### config.mk
export PLATFORM = sky130hd
export DESIGN_NAME = stg_port_gate
export DESIGN_NICKNAME = d
export VERILOG_FILES = /design/src/stg_pkg.sv /design/src/stg_fifo.sv /design/src/stg_port_gate.sv
export VERILOG_INCLUDE_DIRS = /design/src
export SDC_FILE = /design/constraint.sdc
export NUM_CORES = 1
export LEC_CHECK = 0
export ABC_AREA = 1
export BUFFER_PORTS_ARGS = -buffer_cell sky130_fd_sc_hd__buf_4
export CAP_MARGIN = 5
export CORE_MARGIN = 2
export CORE_UTILIZATION = 50
export CTS_BUF_LIST = sky130_fd_sc_hd__clkbuf_8
export DETAILED_ROUTE_END_ITERATION = 8
export PLACE_DENSITY_LB_ADDON = 0.3
export SETUP_SLACK_MARGIN = 0.2
export SLEW_MARGIN = 30
export SYNTH_ARGS = -nofsm -noshare
export SYNTH_HDL_FRONTEND = slang
export SYNTH_SLANG_ARGS = --single-unit
### constraint.sdc
create_clock -name clk_in -period 4.4 [get_ports clk_in]
set_input_delay 1.1 -clock clk_in [delete_from_list [all_inputs] [get_ports clk_in]]
set_output_delay 1.1 -clock clk_in [all_outputs]
set_load 0.03 [all_outputs]
### src/stg_params.svh
// Register offsets, field positions, reset values and sizes of the spanning tree port gate.
`ifndef STG_PARAMS_SVH
`define STG_PARAMS_SVH

// ----------------------------------------------------------------------------
// Register map
// ----------------------------------------------------------------------------
`define STG_PORT1_CTRL_ADDR 8'h12
`define STG_PORT2_CTRL_ADDR 8'h22
`define STG_PORT3_CTRL_ADDR 8'h32
`define STG_PORT4_CTRL_ADDR 8'h42
`define STG_GLOBAL_CTRL_ADDR 8'h0C

// ----------------------------------------------------------------------------
// Fields
// ----------------------------------------------------------------------------
`define STG_TX_EN_BIT 2
`define STG_RX_EN_BIT 1
`define STG_LEARN_DIS_BIT 0
`define STG_TAIL_TAG_EN_BIT 1
`define STG_TAG_NORMAL_BIT 7
`define STG_CTRL_RESET 3'h6
`define STG_TAIL_TAG_RESET 1'h0

// ----------------------------------------------------------------------------
// Sizes and encodings
// ----------------------------------------------------------------------------
`define STG_NUM_PORTS 4
`define STG_HOST_SRC 3'h5
`define STG_WORD_WIDTH 9
`define STG_FIFO_DEPTH 32

`endif

### src/stg_pkg.sv
// Types shared by the spanning tree port gate.
package stg_pkg;

  typedef enum logic [3:0] {
    STG_ST_DISCARD = 4'h1,
    STG_ST_LEARN = 4'h2,
    STG_ST_FORWARD = 4'h4,
    STG_ST_OTHER = 4'h8
  } stg_stp_state_type;

endpackage

### src/stg_fifo.sv
// Descriptor FIFO with valid/ready on both sides.
`timescale 1ns/1ns
module stg_fifo import stg_pkg::*; #(
  parameter int WIDTH = 9,
  parameter int DEPTH = 32
) (
  input wire logic clk_in,
  input wire logic rst_n_in,
  input wire logic in_valid_in,
  output logic in_ready_out,
  input wire logic [WIDTH-1:0] in_data_in,
  output logic out_valid_out,
  input wire logic out_ready_in,
  output logic [WIDTH-1:0] out_data_out
);
  // DEPTH must be a power of two so the pointers wrap by themselves.
  localparam int AW = $clog2(DEPTH);

  logic [WIDTH-1:0] mem [DEPTH];
  logic [AW-1:0] wr_ptr;
  logic [AW-1:0] rd_ptr;
  logic [AW:0] count;
  logic push;
  logic pop;

  assign in_ready_out = (count != (AW+1)'(DEPTH));
  assign out_valid_out = (count != '0);
  assign push = in_valid_in && in_ready_out;
  assign pop = out_valid_out && out_ready_in;
  assign out_data_out = mem[rd_ptr];

  always_ff @(posedge clk_in) begin
    if (push) begin
      mem[wr_ptr] <= in_data_in;
    end
  end

  always_ff @(posedge clk_in or negedge rst_n_in) begin
    if (!rst_n_in) begin
      wr_ptr <= '0;
      rd_ptr <= '0;
    end else begin
      if (push) begin
        wr_ptr <= wr_ptr + AW'(1);
      end
      if (pop) begin
        rd_ptr <= rd_ptr + AW'(1);
      end
    end
  end

  always_ff @(posedge clk_in or negedge rst_n_in) begin
    if (!rst_n_in) begin
      count <= '0;
    end else if (push && !pop) begin
      count <= count + (AW+1)'(1);
    end else if (pop && !push) begin
      count <= count - (AW+1)'(1);
    end
  end

  fifo_no_overflow_a: assert property (@(posedge clk_in) disable iff (!rst_n_in)
    count == (AW+1)'(DEPTH) |-> !in_ready_out)
    else $error("FIFO accepted a word while full.");

endmodule

### src/stg_port_gate.sv
// Spanning tree port state gate: control registers, frame descriptor gating and output FIFO.
//
// How it works
// - Port 5 is the host port; it never takes a spanning tree state.
// - Ports 1 to 4 each hold transmit, receive and learning-disable bits at 0x12..0x42.
// - Five spanning tree states are selected only by the three control bits.
// - Disable: no normal forwarding or reception, no source address learning.
// - Disable still delivers override-matched frames to the host port.
// - Blocking forwards only frames destined to the processor; learning stays off.
// - Listening passes frames only to and from the processor, learning off.
// - Learning state exchanges frames only with processor and learns source addresses.
// - Forwarding state forwards and receives all traffic and learns.
// - Override-matched frames always reach the processor whatever the port state.
// - Host may inject tail-tagged frames toward a port; the switch delivers them.
// - Tail tagging acts only when enabled; tag bits 3:0 pick destination ports unless tag bit 7 is set.
`timescale 1ns/1ns
`include "stg_params.svh"
module stg_port_gate import stg_pkg::*; (
  input wire logic clk_in,
  input wire logic rst_n_in,
  input wire logic [7:0] reg_addr_in,
  input wire logic reg_wr_in,
  input wire logic [7:0] reg_wdata_in,
  input wire logic reg_rd_in,
  output logic [7:0] reg_rdata_out,
  input wire logic in_valid_in,
  output logic in_ready_out,
  input wire logic [2:0] in_src_in,
  input wire logic [4:0] in_lookup_in,
  input wire logic in_override_in,
  input wire logic [7:0] in_tag_in,
  output logic out_valid_out,
  input wire logic out_ready_in,
  output logic [2:0] out_src_out,
  output logic [4:0] out_mask_out,
  output logic out_learn_out,
  output logic [15:0] port_state_out,
  output logic tail_tag_en_out
);

  // --------------------------------------------------------------------------
  // Control registers
  // --------------------------------------------------------------------------
  localparam logic [7:0] PORT_ADDR [`STG_NUM_PORTS] = '{
    `STG_PORT1_CTRL_ADDR, `STG_PORT2_CTRL_ADDR, `STG_PORT3_CTRL_ADDR, `STG_PORT4_CTRL_ADDR};

  logic [2:0] port_ctrl [`STG_NUM_PORTS];
  logic [3:0] tx_en;
  logic [3:0] rx_en;
  logic [3:0] learn_dis;
  logic tail_tag_en;

  function automatic stg_stp_state_type decode_state(input logic [2:0] ctrl);
    stg_stp_state_type st;
    st = STG_ST_OTHER;
    // Disable, blocking and listening share one code, so they decode alike.
    case (ctrl)
      3'h1: st = STG_ST_DISCARD;
      3'h0: st = STG_ST_LEARN;
      3'h6: st = STG_ST_FORWARD;
      default: st = STG_ST_OTHER;
    endcase
    return st;
  endfunction

  for (genvar g = 0; g < `STG_NUM_PORTS; g++) begin : g_port
    always_ff @(posedge clk_in or negedge rst_n_in) begin
      if (!rst_n_in) begin
        port_ctrl[g] <= `STG_CTRL_RESET;
      end else if (reg_wr_in && reg_addr_in == PORT_ADDR[g]) begin
        port_ctrl[g] <= reg_wdata_in[2:0];
      end
    end

    assign tx_en[g] = port_ctrl[g][`STG_TX_EN_BIT];
    assign rx_en[g] = port_ctrl[g][`STG_RX_EN_BIT];
    assign learn_dis[g] = port_ctrl[g][`STG_LEARN_DIS_BIT];

    always_ff @(posedge clk_in or negedge rst_n_in) begin
      if (!rst_n_in) begin
        port_state_out[4*g +: 4] <= STG_ST_FORWARD;
      end else begin
        port_state_out[4*g +: 4] <= decode_state(port_ctrl[g]);
      end
    end
  end

  always_ff @(posedge clk_in or negedge rst_n_in) begin
    if (!rst_n_in) begin
      tail_tag_en <= `STG_TAIL_TAG_RESET;
    end else if (reg_wr_in && reg_addr_in == `STG_GLOBAL_CTRL_ADDR) begin
      tail_tag_en <= reg_wdata_in[`STG_TAIL_TAG_EN_BIT];
    end
  end

  assign tail_tag_en_out = tail_tag_en;

  // --------------------------------------------------------------------------
  // Register read
  // --------------------------------------------------------------------------
  always_ff @(posedge clk_in or negedge rst_n_in) begin
    if (!rst_n_in) begin
      reg_rdata_out <= 8'h00;
    end else if (reg_rd_in) begin
      case (reg_addr_in)
        `STG_PORT1_CTRL_ADDR: reg_rdata_out <= {5'h00, port_ctrl[0]};
        `STG_PORT2_CTRL_ADDR: reg_rdata_out <= {5'h00, port_ctrl[1]};
        `STG_PORT3_CTRL_ADDR: reg_rdata_out <= {5'h00, port_ctrl[2]};
        `STG_PORT4_CTRL_ADDR: reg_rdata_out <= {5'h00, port_ctrl[3]};
        `STG_GLOBAL_CTRL_ADDR: reg_rdata_out <= {6'h00, tail_tag_en, 1'h0};
        default: reg_rdata_out <= 8'h00;
      endcase
    end
  end

  // --------------------------------------------------------------------------
  // Descriptor gating
  // --------------------------------------------------------------------------
  logic [4:0] next_mask;
  logic next_learn;
  logic [1:0] src_idx;
  logic src_is_port;
  logic src_is_host;
  logic tag_direct;

  assign src_is_port = (in_src_in >= 3'h1) && (in_src_in <= 3'h4);
  assign src_is_host = (in_src_in == `STG_HOST_SRC);
  assign src_idx = 2'(in_src_in - 3'h1);
  // A tag with its top bit set asks for the normal address lookup instead.
  assign tag_direct = tail_tag_en && !in_tag_in[`STG_TAG_NORMAL_BIT];

  always_comb begin
    next_mask = 5'h00;
    next_learn = 1'b0;
    if (src_is_port) begin
      if (rx_en[src_idx]) begin
        // The host port is never gated; the source port never reflects its own frame.
        next_mask = in_lookup_in & {1'b1, tx_en} & ~(5'(5'h01 << src_idx));
      end
      if (in_override_in) begin
        next_mask[4] = 1'b1;
      end
      next_learn = !learn_dis[src_idx];
    end else if (src_is_host) begin
      if (tag_direct) begin
        // Injected frames bypass transmit enable so the processor can reach a non-forwarding port.
        next_mask = {1'b0, in_tag_in[3:0]};
      end else begin
        next_mask = {1'b0, in_lookup_in[3:0] & tx_en};
      end
      next_learn = 1'b1;
    end
  end

  // --------------------------------------------------------------------------
  // Output FIFO
  // --------------------------------------------------------------------------
  logic [`STG_WORD_WIDTH-1:0] fifo_out_word;

  stg_fifo #(
    .WIDTH(`STG_WORD_WIDTH),
    .DEPTH(`STG_FIFO_DEPTH)
  ) u_fifo (
    .clk_in(clk_in),
    .rst_n_in(rst_n_in),
    .in_valid_in(in_valid_in),
    .in_ready_out(in_ready_out),
    .in_data_in({in_src_in, next_learn, next_mask}),
    .out_valid_out(out_valid_out),
    .out_ready_in(out_ready_in),
    .out_data_out(fifo_out_word)
  );

  assign out_src_out = fifo_out_word[8:6];
  assign out_learn_out = fifo_out_word[5];
  assign out_mask_out = fifo_out_word[4:0];

  // --------------------------------------------------------------------------
  // Checks
  // --------------------------------------------------------------------------
  disabled_rx_drop_a: assert property (@(posedge clk_in) disable iff (!rst_n_in)
    in_valid_in && src_is_port && !rx_en[src_idx] && !in_override_in |-> next_mask == 5'h00)
    else $error("Port with receive disabled forwarded a frame.");

  override_to_host_a: assert property (@(posedge clk_in) disable iff (!rst_n_in)
    in_valid_in && src_is_port && in_override_in |-> next_mask[4])
    else $error("Override-matched frame missed the host port.");

  blocked_host_only_a: assert property (@(posedge clk_in) disable iff (!rst_n_in)
    in_valid_in && src_is_port && !rx_en[src_idx] |-> next_mask[3:0] == 4'h0)
    else $error("Blocked port forwarded to a network port.");

  learn_follows_bit_a: assert property (@(posedge clk_in) disable iff (!rst_n_in)
    in_valid_in && src_is_port |-> next_learn == !learn_dis[src_idx])
    else $error("Learning does not follow the learning-disable bit.");

  tx_gate_egress_a: assert property (@(posedge clk_in) disable iff (!rst_n_in)
    in_valid_in && !(src_is_host && tag_direct) |-> (next_mask[3:0] & ~tx_en) == 4'h0)
    else $error("Frame sent to a port whose transmit is disabled.");

  tag_direct_dest_a: assert property (@(posedge clk_in) disable iff (!rst_n_in)
    in_valid_in && src_is_host && tag_direct |-> next_mask == {1'b0, in_tag_in[3:0]})
    else $error("Tail-tagged frame not sent to its tagged ports.");

  tag_off_lookup_a: assert property (@(posedge clk_in) disable iff (!rst_n_in)
    in_valid_in && src_is_host && !tail_tag_en |-> next_mask == {1'b0, in_lookup_in[3:0] & tx_en})
    else $error("Tail tag honoured while tail tagging is off.");

  ctrl_write_take_a: assert property (@(posedge clk_in) disable iff (!rst_n_in)
    reg_wr_in && reg_addr_in == `STG_PORT2_CTRL_ADDR |=> port_ctrl[1] == $past(reg_wdata_in[2:0]))
    else $error("Port 2 control write not taken.");

  state_report_a: assert property (@(posedge clk_in) disable iff (!rst_n_in)
    port_ctrl[0] == 3'h1 ##1 port_ctrl[0] == 3'h1 |-> port_state_out[3:0] == STG_ST_DISCARD)
    else $error("Port 1 discard state not reported.");

  host_word_order_a: assert property (@(posedge clk_in) disable iff (!rst_n_in)
    in_valid_in && in_ready_out && !out_valid_out |=> out_valid_out && out_src_out == $past(in_src_in))
    else $error("Descriptor did not reach the output in order.");

  // --------------------------------------------------------------------------
  // Checks on per-state and per-source gating
  // --------------------------------------------------------------------------
  // The control codes are spelled out here instead of going through the decoder.
  // A slip in the gating then shows up against the plain codes; the decoder is not exercised here.
  discard_no_learn_a: assert property (@(posedge clk_in) disable iff (!rst_n_in)
    in_valid_in && src_is_port && port_ctrl[src_idx] == 3'h1
    |-> !next_learn)
    else $error("Port in discard code learned a source address.");

  discard_override_only_a: assert property (@(posedge clk_in) disable iff (!rst_n_in)
    in_valid_in && src_is_port && port_ctrl[src_idx] == 3'h1
    |-> next_mask == {in_override_in, 4'h0})
    else $error("Port in discard code passed more than override frames.");

  learn_state_gate_a: assert property (@(posedge clk_in) disable iff (!rst_n_in)
    in_valid_in && src_is_port && port_ctrl[src_idx] == 3'h0
    |-> next_learn && next_mask[3:0] == 4'h0)
    else $error("Learning port forwarded to the network or did not learn.");

  forward_state_gate_a: assert property (@(posedge clk_in) disable iff (!rst_n_in)
    in_valid_in && src_is_port && port_ctrl[src_idx] == 3'h6
    |-> next_learn && next_mask[4] == (in_lookup_in[4] || in_override_in))
    else $error("Forwarding port lost learning or host delivery.");

  no_self_reflect_a: assert property (@(posedge clk_in) disable iff (!rst_n_in)
    in_valid_in && src_is_port
    |-> !next_mask[src_idx])
    else $error("Frame sent back to its own source port.");

  host_not_looped_a: assert property (@(posedge clk_in) disable iff (!rst_n_in)
    in_valid_in && src_is_host
    |-> !next_mask[4] && next_learn)
    else $error("Host frame looped back to the host port.");

  stray_src_quiet_a: assert property (@(posedge clk_in) disable iff (!rst_n_in)
    in_valid_in && !src_is_port && !src_is_host
    |-> next_mask == 5'h00 && !next_learn)
    else $error("Descriptor from an unknown source was forwarded.");

  tag_normal_lookup_a: assert property (@(posedge clk_in) disable iff (!rst_n_in)
    in_valid_in && src_is_host && tail_tag_en && in_tag_in[`STG_TAG_NORMAL_BIT]
    |-> next_mask == {1'b0, in_lookup_in[3:0] & tx_en})
    else $error("Tail tag with lookup bit set did not use the lookup.");

  listen_inject_a: assert property (@(posedge clk_in) disable iff (!rst_n_in)
    in_valid_in && src_is_host && tag_direct
    |-> (next_mask[3:0] & ~tx_en) == (in_tag_in[3:0] & ~tx_en))
    else $error("Injected frame did not reach a port with transmit off.");

  // --------------------------------------------------------------------------
  // Checks on registers, reported state and the stalled output
  // --------------------------------------------------------------------------
  forward_report_a: assert property (@(posedge clk_in) disable iff (!rst_n_in)
    port_ctrl[2] == 3'h6 ##1 port_ctrl[2] == 3'h6
    |-> port_state_out[11:8] == STG_ST_FORWARD)
    else $error("Port 3 forwarding state not reported.");

  learn_report_a: assert property (@(posedge clk_in) disable iff (!rst_n_in)
    port_ctrl[3] == 3'h0 ##1 port_ctrl[3] == 3'h0
    |-> port_state_out[15:12] == STG_ST_LEARN)
    else $error("Port 4 learning state not reported.");

  other_report_a: assert property (@(posedge clk_in) disable iff (!rst_n_in)
    port_ctrl[1] == 3'h7 ##1 port_ctrl[1] == 3'h7
    |-> port_state_out[7:4] == STG_ST_OTHER)
    else $error("Port 2 unlisted code not reported.");

  port1_read_back_a: assert property (@(posedge clk_in) disable iff (!rst_n_in)
    reg_rd_in && reg_addr_in == `STG_PORT1_CTRL_ADDR
    |=> reg_rdata_out == {5'h00, $past(port_ctrl[0])})
    else $error("Port 1 control read back wrong.");

  tag_en_write_a: assert property (@(posedge clk_in) disable iff (!rst_n_in)
    reg_wr_in && reg_addr_in == `STG_GLOBAL_CTRL_ADDR
    |=> tail_tag_en == $past(reg_wdata_in[`STG_TAIL_TAG_EN_BIT]))
    else $error("Tail tag enable write not taken.");

  tag_en_read_a: assert property (@(posedge clk_in) disable iff (!rst_n_in)
    reg_rd_in && reg_addr_in == `STG_GLOBAL_CTRL_ADDR
    |=> reg_rdata_out == {6'h00, $past(tail_tag_en), 1'b0})
    else $error("Tail tag enable read back wrong.");

  out_word_hold_a: assert property (@(posedge clk_in) disable iff (!rst_n_in)
    out_valid_out && !out_ready_in
    |=> out_valid_out && $stable(out_mask_out) && $stable(out_src_out))
    else $error("Output descriptor changed while stalled.");

endmodule

==> out/metrics.yaml, run 1 <==
outcome: "finished, final reports clean"
synth-edff-count: 288
start_util_pct: 50.50
crit_buf_inv: 4
placed_area_mm2: 0.01596
io_pins: 75
max-vdd-ir-drop_mv: 0.3801
wirelength_um: 34070
rsz0062_at_grt: "no"
path_max_fanout: 41
p_comb_share_pct: 36.0
die-area_mm2: 0.03109
die_h_um: 176.3
critPathSlowestCell: "inv_2"
async_flop_share_pct: 14.29
tightest_slew_ps: 945.5
antennaDiodeCount: 0
p_int_mw: 6.008
port_buffers: 61
drtIter0Drc: 871
ys_ff_latch: 336
synth_mux_area_share_pct: 0
p_switching_mw: 3.842
hold_viol_final: 0
die_x_um: 176.3
ys_types: 28
synth_compound_area_share_pct: 2.646
synth_top_area_share_pct: 58.24
drtAntennaViolNets: 0
hpwl_um: 20490
crit_path_cell_trace: "inv_2, buf_4, o211ai_1, nand3_1, nand3_1, nand2_1, nand2_1, inv_1, buf_4"
rows: 63
min_from: "learn_dis[0]"
drv_cap: 0
tritoncts: "yes"
cp.required_ps: 3300
worst_setup_path_end_kind: "output pin"
vias: 10440
grt_pass1_wl_um: 53750
fin_crit_ps: 3855
cts.clk_slew.worst_paths_ps: 60
crit_type: "reg2out"
yosysMostFrequentCell: "nand2_1"
synth-simple-area-share_pct: 21.80
clk_latency_ps: 570
post_drt_via_cell_ratio: 5.203
antenna_found_initial: 0
crit_family: "buffers and inverters"
htree_levels: 2
yosys.area.top_type: "edfxtp_1"
place_congestion: 0.8786
fin_tns_setup_ps: 0
cts_setup_buffers: 0
pwr-share-seq_pct: 39.6
regToRegSetupSlack_ps: 1670
arrival_ps: 2760
track_usage_pct: 22.35
critPathLaunchType: "flip-flop"
cts_buffers: 53
min_path_cells: 1
timing.rr.start: "u_fifo.count[0]"
ys_warn_count: 0
clock_sinks: 336
dr.pass1.iters: 5
cts_buffer_depth: 3
drc: 0
synth_xor_area_share_pct: 0.4719
synth_top_family_by_area: "simple AND/OR/NAND/NOR gates"
power.density_mw_per_mm2: 582.0
grt_pass1_vias: 10280
reg2reg_to: "u_fifo.count[3]"
fmax_mhz: 259.4
core_region_area_mm2: 0.02940
p_leak_nw: 7.274
rr_worst_depth: 14
ctsHoldBuffers: 0
postCtsResizedCells: 0
syn_to_final_growth_pct: 13.98
nets: 1631
synth_top_cells_by_count: "467 x nand2_1, 288 x edfxtp_1, 205 x nand3_1"
clockRootBuffer: "clkbuf_8"
p_clk_share_pct: 24.4
syn_avg_cell_area_um2: 10.09
swShare_pct: 39.00
drive_gt1_share_pct: 12.56
synthTopCellsByArea: "edfxtp_1 58%, nand2_1 12%, nand3_1 6.9%"
grt_overflow_total: 0
slew_headroom_pct: 36.97
hp-class: "reg2reg"
final.period_utilization_pct: 87.62
stdcell_area_mm2: 0.01693
fin_skew_ps: 27.83
wire_per_inst_um: 16.98
min_to: "port_state_out[2]"
synth_fa_ha_area_share_pct: 1.483
slowest_delay_ps: 640
syn_inst: 1472
setup_viol: 0
slew_violations: 0
syn-cell-area_mm2: 0.01485
synth_ff_type: "edfxtp_1"
ys_seq_area_share_pct: 66.43
grt_max_degree: 144
## worst register-to-register path, cell delays in order (launching register included)
cell	delay (ps)
dfrtp_1	440
nor2_1	120
nand2_1	60
inv_1	70
nand3_1	90
nand2_1	360
inv_1	190
ha_1	250
inv_1	170
ha_1	300
nand3_1	80
nand3_1	110
or2_2	290
nand3_1	70
nand2_1	50
## power groups by stage
stage | logic (mW) | registers [mW] | clock network [mW]
final | 3.55 | 3.90 | 2.40
after global routing | 3.92 | 3.92 | 2.59
after CTS | 3.55 | 3.90 | 2.45
after detailed placement | 3.53 | 3.96 | 0
after global placement | 3.46 | 3.95 | 0
after floorplan | 2.43 | 3.90 | 0
## cells by family after synthesis
logic type | after synthesis
and+or+nand+nor | 776
xor gates and xnor gates | 8
other | 1
DFF | 336
AOI/OAI and AO/OA | 71
buffers and inverters | 263
adders and majority gates | 17
## stage by stage
step           cells  hold WS, ps  power, mW  util, %  setup slack, ps
6_report        2006        465.3      9.850    57.56            544.8
2_1_floorplan   1476        410.3      6.331        -            613.7
4_1_cts         2006        462.1      9.901    57.56            499.6
3_5_place_dp    1910        453.8      7.496    54.28            621.5
5_1_grt         2006        494.7      10.43    57.56            312.6
3_3_place_gp    1910        431.9      7.410    54.24            762.0
## how the worst max path moves through the flow
stage / startpoint / to / slack (ps) / depth (start not counted)
final: u_fifo.rd_ptr[1] / out_src_out[2] / 540 / 9
after detailed placement: in_src_in[1] / u_fifo.mem[16][3] / 620 / 8
after floorplan: in_src_in[0] / u_fifo.mem[0][3] / 610 / 6
after global placement: in_src_in[1] / u_fifo.mem[16][3] / 760 / 8
after CTS: u_fifo.rd_ptr[1] / out_src_out[2] / 500 / 9
after global routing: u_fifo.rd_ptr[1] / out_src_out[2] / 310 / 9
## state kept, by name (all words and copies together) (netlist names)
signal / count
u_fifo.mem: 288
port_state_out: 16
port_ctrl: 8
u_fifo.count: 6
u_fifo.rd_ptr: 5
u_fifo.wr_ptr: 5
learn_dis: 4
reg_rdata_out: 3
tail_tag_en_out: 1
## final cells by class
type | count | area, um^2
fillers | 2463 | 12480
repair buffers | 110 | 863.3
well taps | 390 | 488.0
clock inverters | 37 | 153.9
multi-input cells | 877 | 3996
clock buffers | 59 | 812.0
inverters | 197 | 742.0
flip-flops and latches | 336 | 9869
## metal layers
layer	part of all wire, %	track usage [%]
met5	0	0
met3	6.3	3.488
met2	49	38.01
met4	2.6	8.368
met1	43	29.13
## placed cells by master, fill, tap and decap left out, types with 3 or more instances in the layout
cell type	netlist	final
nand2_1	467	467
edfxtp_1	288	288
inv_1	189	206
nand3_1	205	205
buf_4	7	107
clkbuf_8	0	59
nor2_1	55	54
nor3_1	45	43
dfrtp_1	36	34
a21oi_1	27	27
o21ai_0	28	27
clkinv_1	6	17
ha_1	16	16
dfstp_2	12	12
o211ai_1	10	10
clkinv_2	0	8
xor2_1	6	6
conb_1	1	5
o31ai_4	0	3
buf_12	0	3
Power figures use the tool's default switching activity.
==> inputs of run 2 (changes only) <==
==> constraint.sdc (replaced) <==
create_clock -name clk_in -period 4.4 [get_ports clk_in]
set_input_delay 0.88 -clock clk_in [delete_from_list [all_inputs] [get_ports clk_in]]
set_output_delay 0.88 -clock clk_in [all_outputs]
set_load 0.03 [all_outputs]
==> out/metrics.yaml, run 2 (synthesis results as in run 1) <==
outcome: "finished, final reports clean"
n_fill_cell: 2420
final_cell_mix: "467 x nand2_1, 288 x edfxtp_1, 205 x inv_1, 205 x nand3_1, 105 x buf_4"
htree_levels: 2
p_clk_share_pct: 25.5
die_h_um: 176.3
crit_end: "out_mask_out[1]"
post_drt_via_cell_ratio: 5.162
drtIter0Drc: 933
clockRootBuffer: "clkbuf_8"
core_region_area_mm2: 0.02940
p_int_mw: 6.091
crit_type: "reg2out"
hold_viol_final: 0
wire_per_inst_um: 16.81
cts_buffer_depth: 3
fin_skew_ps: 23.33
arrival_ps: 3090
dr.pass1.iters: 8
die-area_mm2: 0.03109
place_congestion: 0.8481
wirelength_um: 33780
max-vdd-ir-drop_mv: 0.4836
path_max_fanout: 36
die_x_um: 176.3
start_util_pct: 50.50
ctsHoldBuffers: 0
nets: 1630
track_usage_pct: 22.07
cp.required_ps: 3520
fin_crit_ps: 3975
regToRegSetupSlack_ps: 1600
setup_viol: 0
rows: 63
port_buffers: 61
fin_tns_setup_ps: 0
rsz0062_at_grt: "no"
cts.clk_slew.worst_paths_ps: 60
timing.rr.start: "u_fifo.count[1]"
syn_to_final_growth_pct: 14.32
postLayoutCoreUtil_pct: 57.73
setup_ws_ps: 425.2
postCtsResizedCells: 0
io_pins: 75
drive_gt1_share_pct: 12.47
drc: 0
cts_setup_buffers: 0
hpwl_um: 19850
drtAntennaViolNets: 0
vias: 10380
power.density_mw_per_mm2: 586.7
p_comb_share_pct: 35.3
hp-class: "in2async"
top_register: "u_fifo.mem"
worst_setup_path_end_kind: "output pin"
grt_pass1_wl_um: 53000
critPathLaunchType: "flip-flop"
slew_headroom_pct: 47.43
clk_latency_ps: 600
swShare_pct: 38.84
cts_buffers: 54
reg.largest.list: "u_fifo.mem x288, port_state_out x16, port_ctrl x8"
drv_cap: 0
rr_worst_depth: 15
clock_sinks: 336
grt_overflow_total: 0
grt_pass1_vias: 10070
startpoint: "u_fifo.rd_ptr[1]"
pwr-share-seq_pct: 39.3
reg2reg_to: "u_fifo.count[3]"
slew_violations: 0
pre_cts_slack_ps: 917.8
tritoncts: "yes"
final_common_cell: "nand2_1"
largest_reg_flops: 288
tightest_slew_ps: 786.6
p_switching_mw: 3.869
antennaDiodeCount: 0
p_leak_nw: 7.295
fmax_mhz: 251.6
grt_max_degree: 156
final.period_utilization_pct: 90.34
antenna_found_initial: 0
run 2: cell count changes in the layout (fill, tap and decap cells not counted), sizes merged:
cell,change
clkinv,+4
bufinv,+1
buf,-2
clkbuf,+1
run 2: how the worst min path moves through the flow:
stage	startpoint	end	depth (start not counted)
after global placement	learn_dis[0]	port_state_out[2]	1
after CTS	rst_n_in	port_state_out[0]	1
after floorplan	learn_dis[0]	port_state_out[2]	1
final	rst_n_in	port_state_out[13]	1
after global routing	rst_n_in	learn_dis[3]	1
after detailed placement	learn_dis[0]	port_state_out[2]	1
run 2: stage by stage:
stage / power, mW / instances / hold WS (ps) / area (um^2)
final: 9.960 / 2010 / 303.9 / 16980
after global routing: 10.56 / 2010 / 343.5 / 16980
after CTS: 10.01 / 2010 / 302.2 / 16980
after detailed placement: 7.476 / 1908 / 432.2 / 15930
after global placement: 7.401 / 1908 / 430.5 / 15930
after floorplan: 6.331 / 1476 / 410.3 / 14860
run 2: final cells by class:
cell class | count | area [um^2] | area share [%]
Sequential cell | 336 | 9869 | 58.14
Multi-Input combinational cell | 877 | 3986 | 23.48
Timing Repair Buffer | 108 | 848.3 | 4.997
Clock buffer | 60 | 825.8 | 4.865
Inverter | 197 | 742.0 | 4.371
Tap cell | 390 | 488.0 | 2.875
Clock inverter | 42 | 215.2 | 1.268
run 2: power groups by stage:
stage | Combinational [mW] | Sequential (mW) | Clock, mW
3_3_place_gp | 3.44 | 3.96 | 0
2_1_floorplan | 2.43 | 3.90 | 0
6_report | 3.51 | 3.91 | 2.54
3_5_place_dp | 3.51 | 3.97 | 0
4_1_cts | 3.52 | 3.91 | 2.58
5_1_grt | 3.91 | 3.93 | 2.72
run 2: metal layers:
metal	global-route usage, %	wire length [um]	vias to the layer above
met5	0	0	-
met4	6.577	776	0
met3	4.048	2178	62
met2	37.11	16490	357
met1	29.44	14340	4906
li1	-	-	5051
run 2: worst max-delay path: stages, from the launching register on:
cell,delay (ps)
dfrtp_2,590
inv_2,640
buf_4,390
o211ai_1,130
nand3_1,140
nand3_1,120
nand2_1,220
nand2_1,70
inv_1,50
buf_4,150
==> inputs of run 3 (changes only) <==
- CTS_BUF_LIST: sky130_fd_sc_hd__clkbuf_8 -> unset
==> out/metrics.yaml, run 3 (synthesis results as in run 1) <==
drv_cap: 0
critPathSlowestCell: "inv_2"
tightest_slew_ps: 771.2
clock_sinks: 336
grt_overflow_total: 0
hp-class: "in2async"
p_int_mw: 6.704
crit_path_cell_trace: "inv_2, buf_4, o211ai_1, nand3_1, nand3_1, nand2_1, nand2_1, inv_1, buf_4"
fin_skew_ps: 18.15
clk_latency_ps: 520
drtAntennaViolNets: 0
slew_headroom_pct: 48.46
max-vdd-ir-drop_mv: 0.4687
cts_buffer_depth: 3
ctsHoldBuffers: 0
multi_input_area_mm2: 0.003986
post_drt_via_cell_ratio: 5.250
fin_tns_setup_ps: 0
cp.depth: 9
n_fill_cell: 2390
drtIter0Drc: 939
swShare_pct: 36.65
crit_type: "reg2out"
grt_pass1_vias: 10120
power.total_mw: 10.58
track_usage_pct: 22.25
largest_reg_flops: 288
start_util_pct: 50.50
reg.largest.list: "u_fifo.mem x288, port_state_out x16, port_ctrl x8"
wirelength_um: 34030
clockRootBuffer: "clkbuf_16"
timing.rr.start: "u_fifo.count[1]"
port_buffers: 61
die-area_mm2: 0.03109
hpwl_um: 19850
postCtsResizedCells: 0
tritoncts: "yes"
grt_max_degree: 156
p_switching_mw: 3.878
drc: 0
fmax_mhz: 255.7
arrival_ps: 3030
p_leak_nw: 7.301
worst_setup_path_end_kind: "output pin"
die_x_um: 176.3
syn_to_final_growth_pct: 15.72
placed_area_mm2: 0.01593
seqCellArea_mm2: 0.009869
top_register: "u_fifo.mem"
reg2reg_to: "u_fifo.count[3]"
cts.clk_slew.worst_paths_ps: 60
nets: 1613
cp.required_ps: 3520
outcome: "finished, final reports clean"
fin_crit_ps: 3911
vias: 10370
p_comb_share_pct: 33.3
path_max_fanout: 36
rsz0062_at_grt: "no"
postLayoutCoreUtil_pct: 58.45
final_cell_mix: "467 x nand2_1, 288 x edfxtp_1, 205 x nand3_1"
hold_viol_final: 0
regToRegSetupSlack_ps: 1620
crit_family: "buffers and inverters"
die_h_um: 176.3
final.period_utilization_pct: 88.88
rr_worst_depth: 15
crit_buf_inv: 4
drive_gt1_share_pct: 11.73
final_common_cell: "nand2_1"
rows: 63
io_pins: 75
critPathLaunchType: "flip-flop"
dr.pass1.iters: 5
cts_setup_buffers: 0
core_region_area_mm2: 0.02940
pwr-share-seq_pct: 37.0
antenna_found_initial: 0
htree_levels: 2
setup_viol: 0
grt_pass1_wl_um: 53300
place_congestion: 0.8481
antennaDiodeCount: 0
wire_per_inst_um: 17.22
stdcell_area_mm2: 0.01718
cts_buffers: 37
power.density_mw_per_mm2: 615.8
p_clk_share_pct: 29.7
slew_violations: 0
slowest_delay_ps: 640
## run 3: changes by cell type in the layout (fill, tap and decap cells not counted), moves of 3 or more
cell,delta
clkinv_1,-10
inv_1,-16
clkinvlp_4,+3
clkbuf_16,+39
bufinv_16,+4
clkbuf_1,+8
clkbuf_8,-59
## run 3: final cells by class
cell class | instances | area share (%)
clock buffer | 48 | 5.934
inverter | 197 | 4.318
clock inverter | 20 | 1.340
sequential | 336 | 57.43
tap | 390 | 2.840
multi-input combinational | 877 | 23.20
timing repair buffer | 108 | 4.937
## run 3: through the flow
| step | instances | setup slack [ps] | hold slack [ps] |
|---|---|---|---|
| after floorplan | 1476 | 833.7 | 410.3 |
| after global placement | 1908 | 986.2 | 430.5 |
| after detailed placement | 1908 | 917.8 | 432.2 |
| after CTS | 1976 | 470.4 | 400.3 |
| after global routing | 1976 | 278.4 | 428.0 |
| final | 1976 | 489.4 | 382.8 |
## run 3: power by group through the flow
stage          Sequential (mW)  Clock (mW)  Combinational, mW
2_1_floorplan             3.90           0               2.43
4_1_cts                   3.91        3.19               3.53
6_report                  3.91        3.14               3.53
3_3_place_gp              3.96           0               3.44
5_1_grt                   3.94        3.31               3.91
3_5_place_dp              3.97           0               3.51
## run 3: how the worst max path moves through the flow
stage                     start                end  slack (ps)
3_3_place_gp       in_src_in[0]  u_fifo.mem[17][0]         990
5_1_grt        u_fifo.rd_ptr[1]     out_src_out[0]         280
3_5_place_dp       in_src_in[0]  u_fifo.mem[19][0]         920
4_1_cts        u_fifo.rd_ptr[1]     out_src_out[0]         470
2_1_floorplan      in_src_in[0]   u_fifo.mem[0][3]         830
6_report       u_fifo.rd_ptr[1]     out_src_out[0]         490
## run 3: worst reg2reg max path, cell delays in order, from the launching register on
cell     delay [ps]
dfrtp_1         420
nor2_1          120
nand2_1          60
inv_1            60
nand3_1          90
nand2_1          90
buf_4           350
inv_1           170
ha_1            250
inv_1           170
ha_1            300
nand3_1          80
nand3_1         110
or2_2           290
nand3_1          60
nand2_1          50
## run 3: routing by layer
metal / vias to the layer above / global-route usage [%] / share of wire (%)
li1: 5011 / - / -
met1: 4943 / 29.64 / 42
met2: 357 / 37.81 / 49
met3: 63 / 3.273 / 6.5
met4: 0 / 7.163 / 2.6
met5: - / 0 / 0
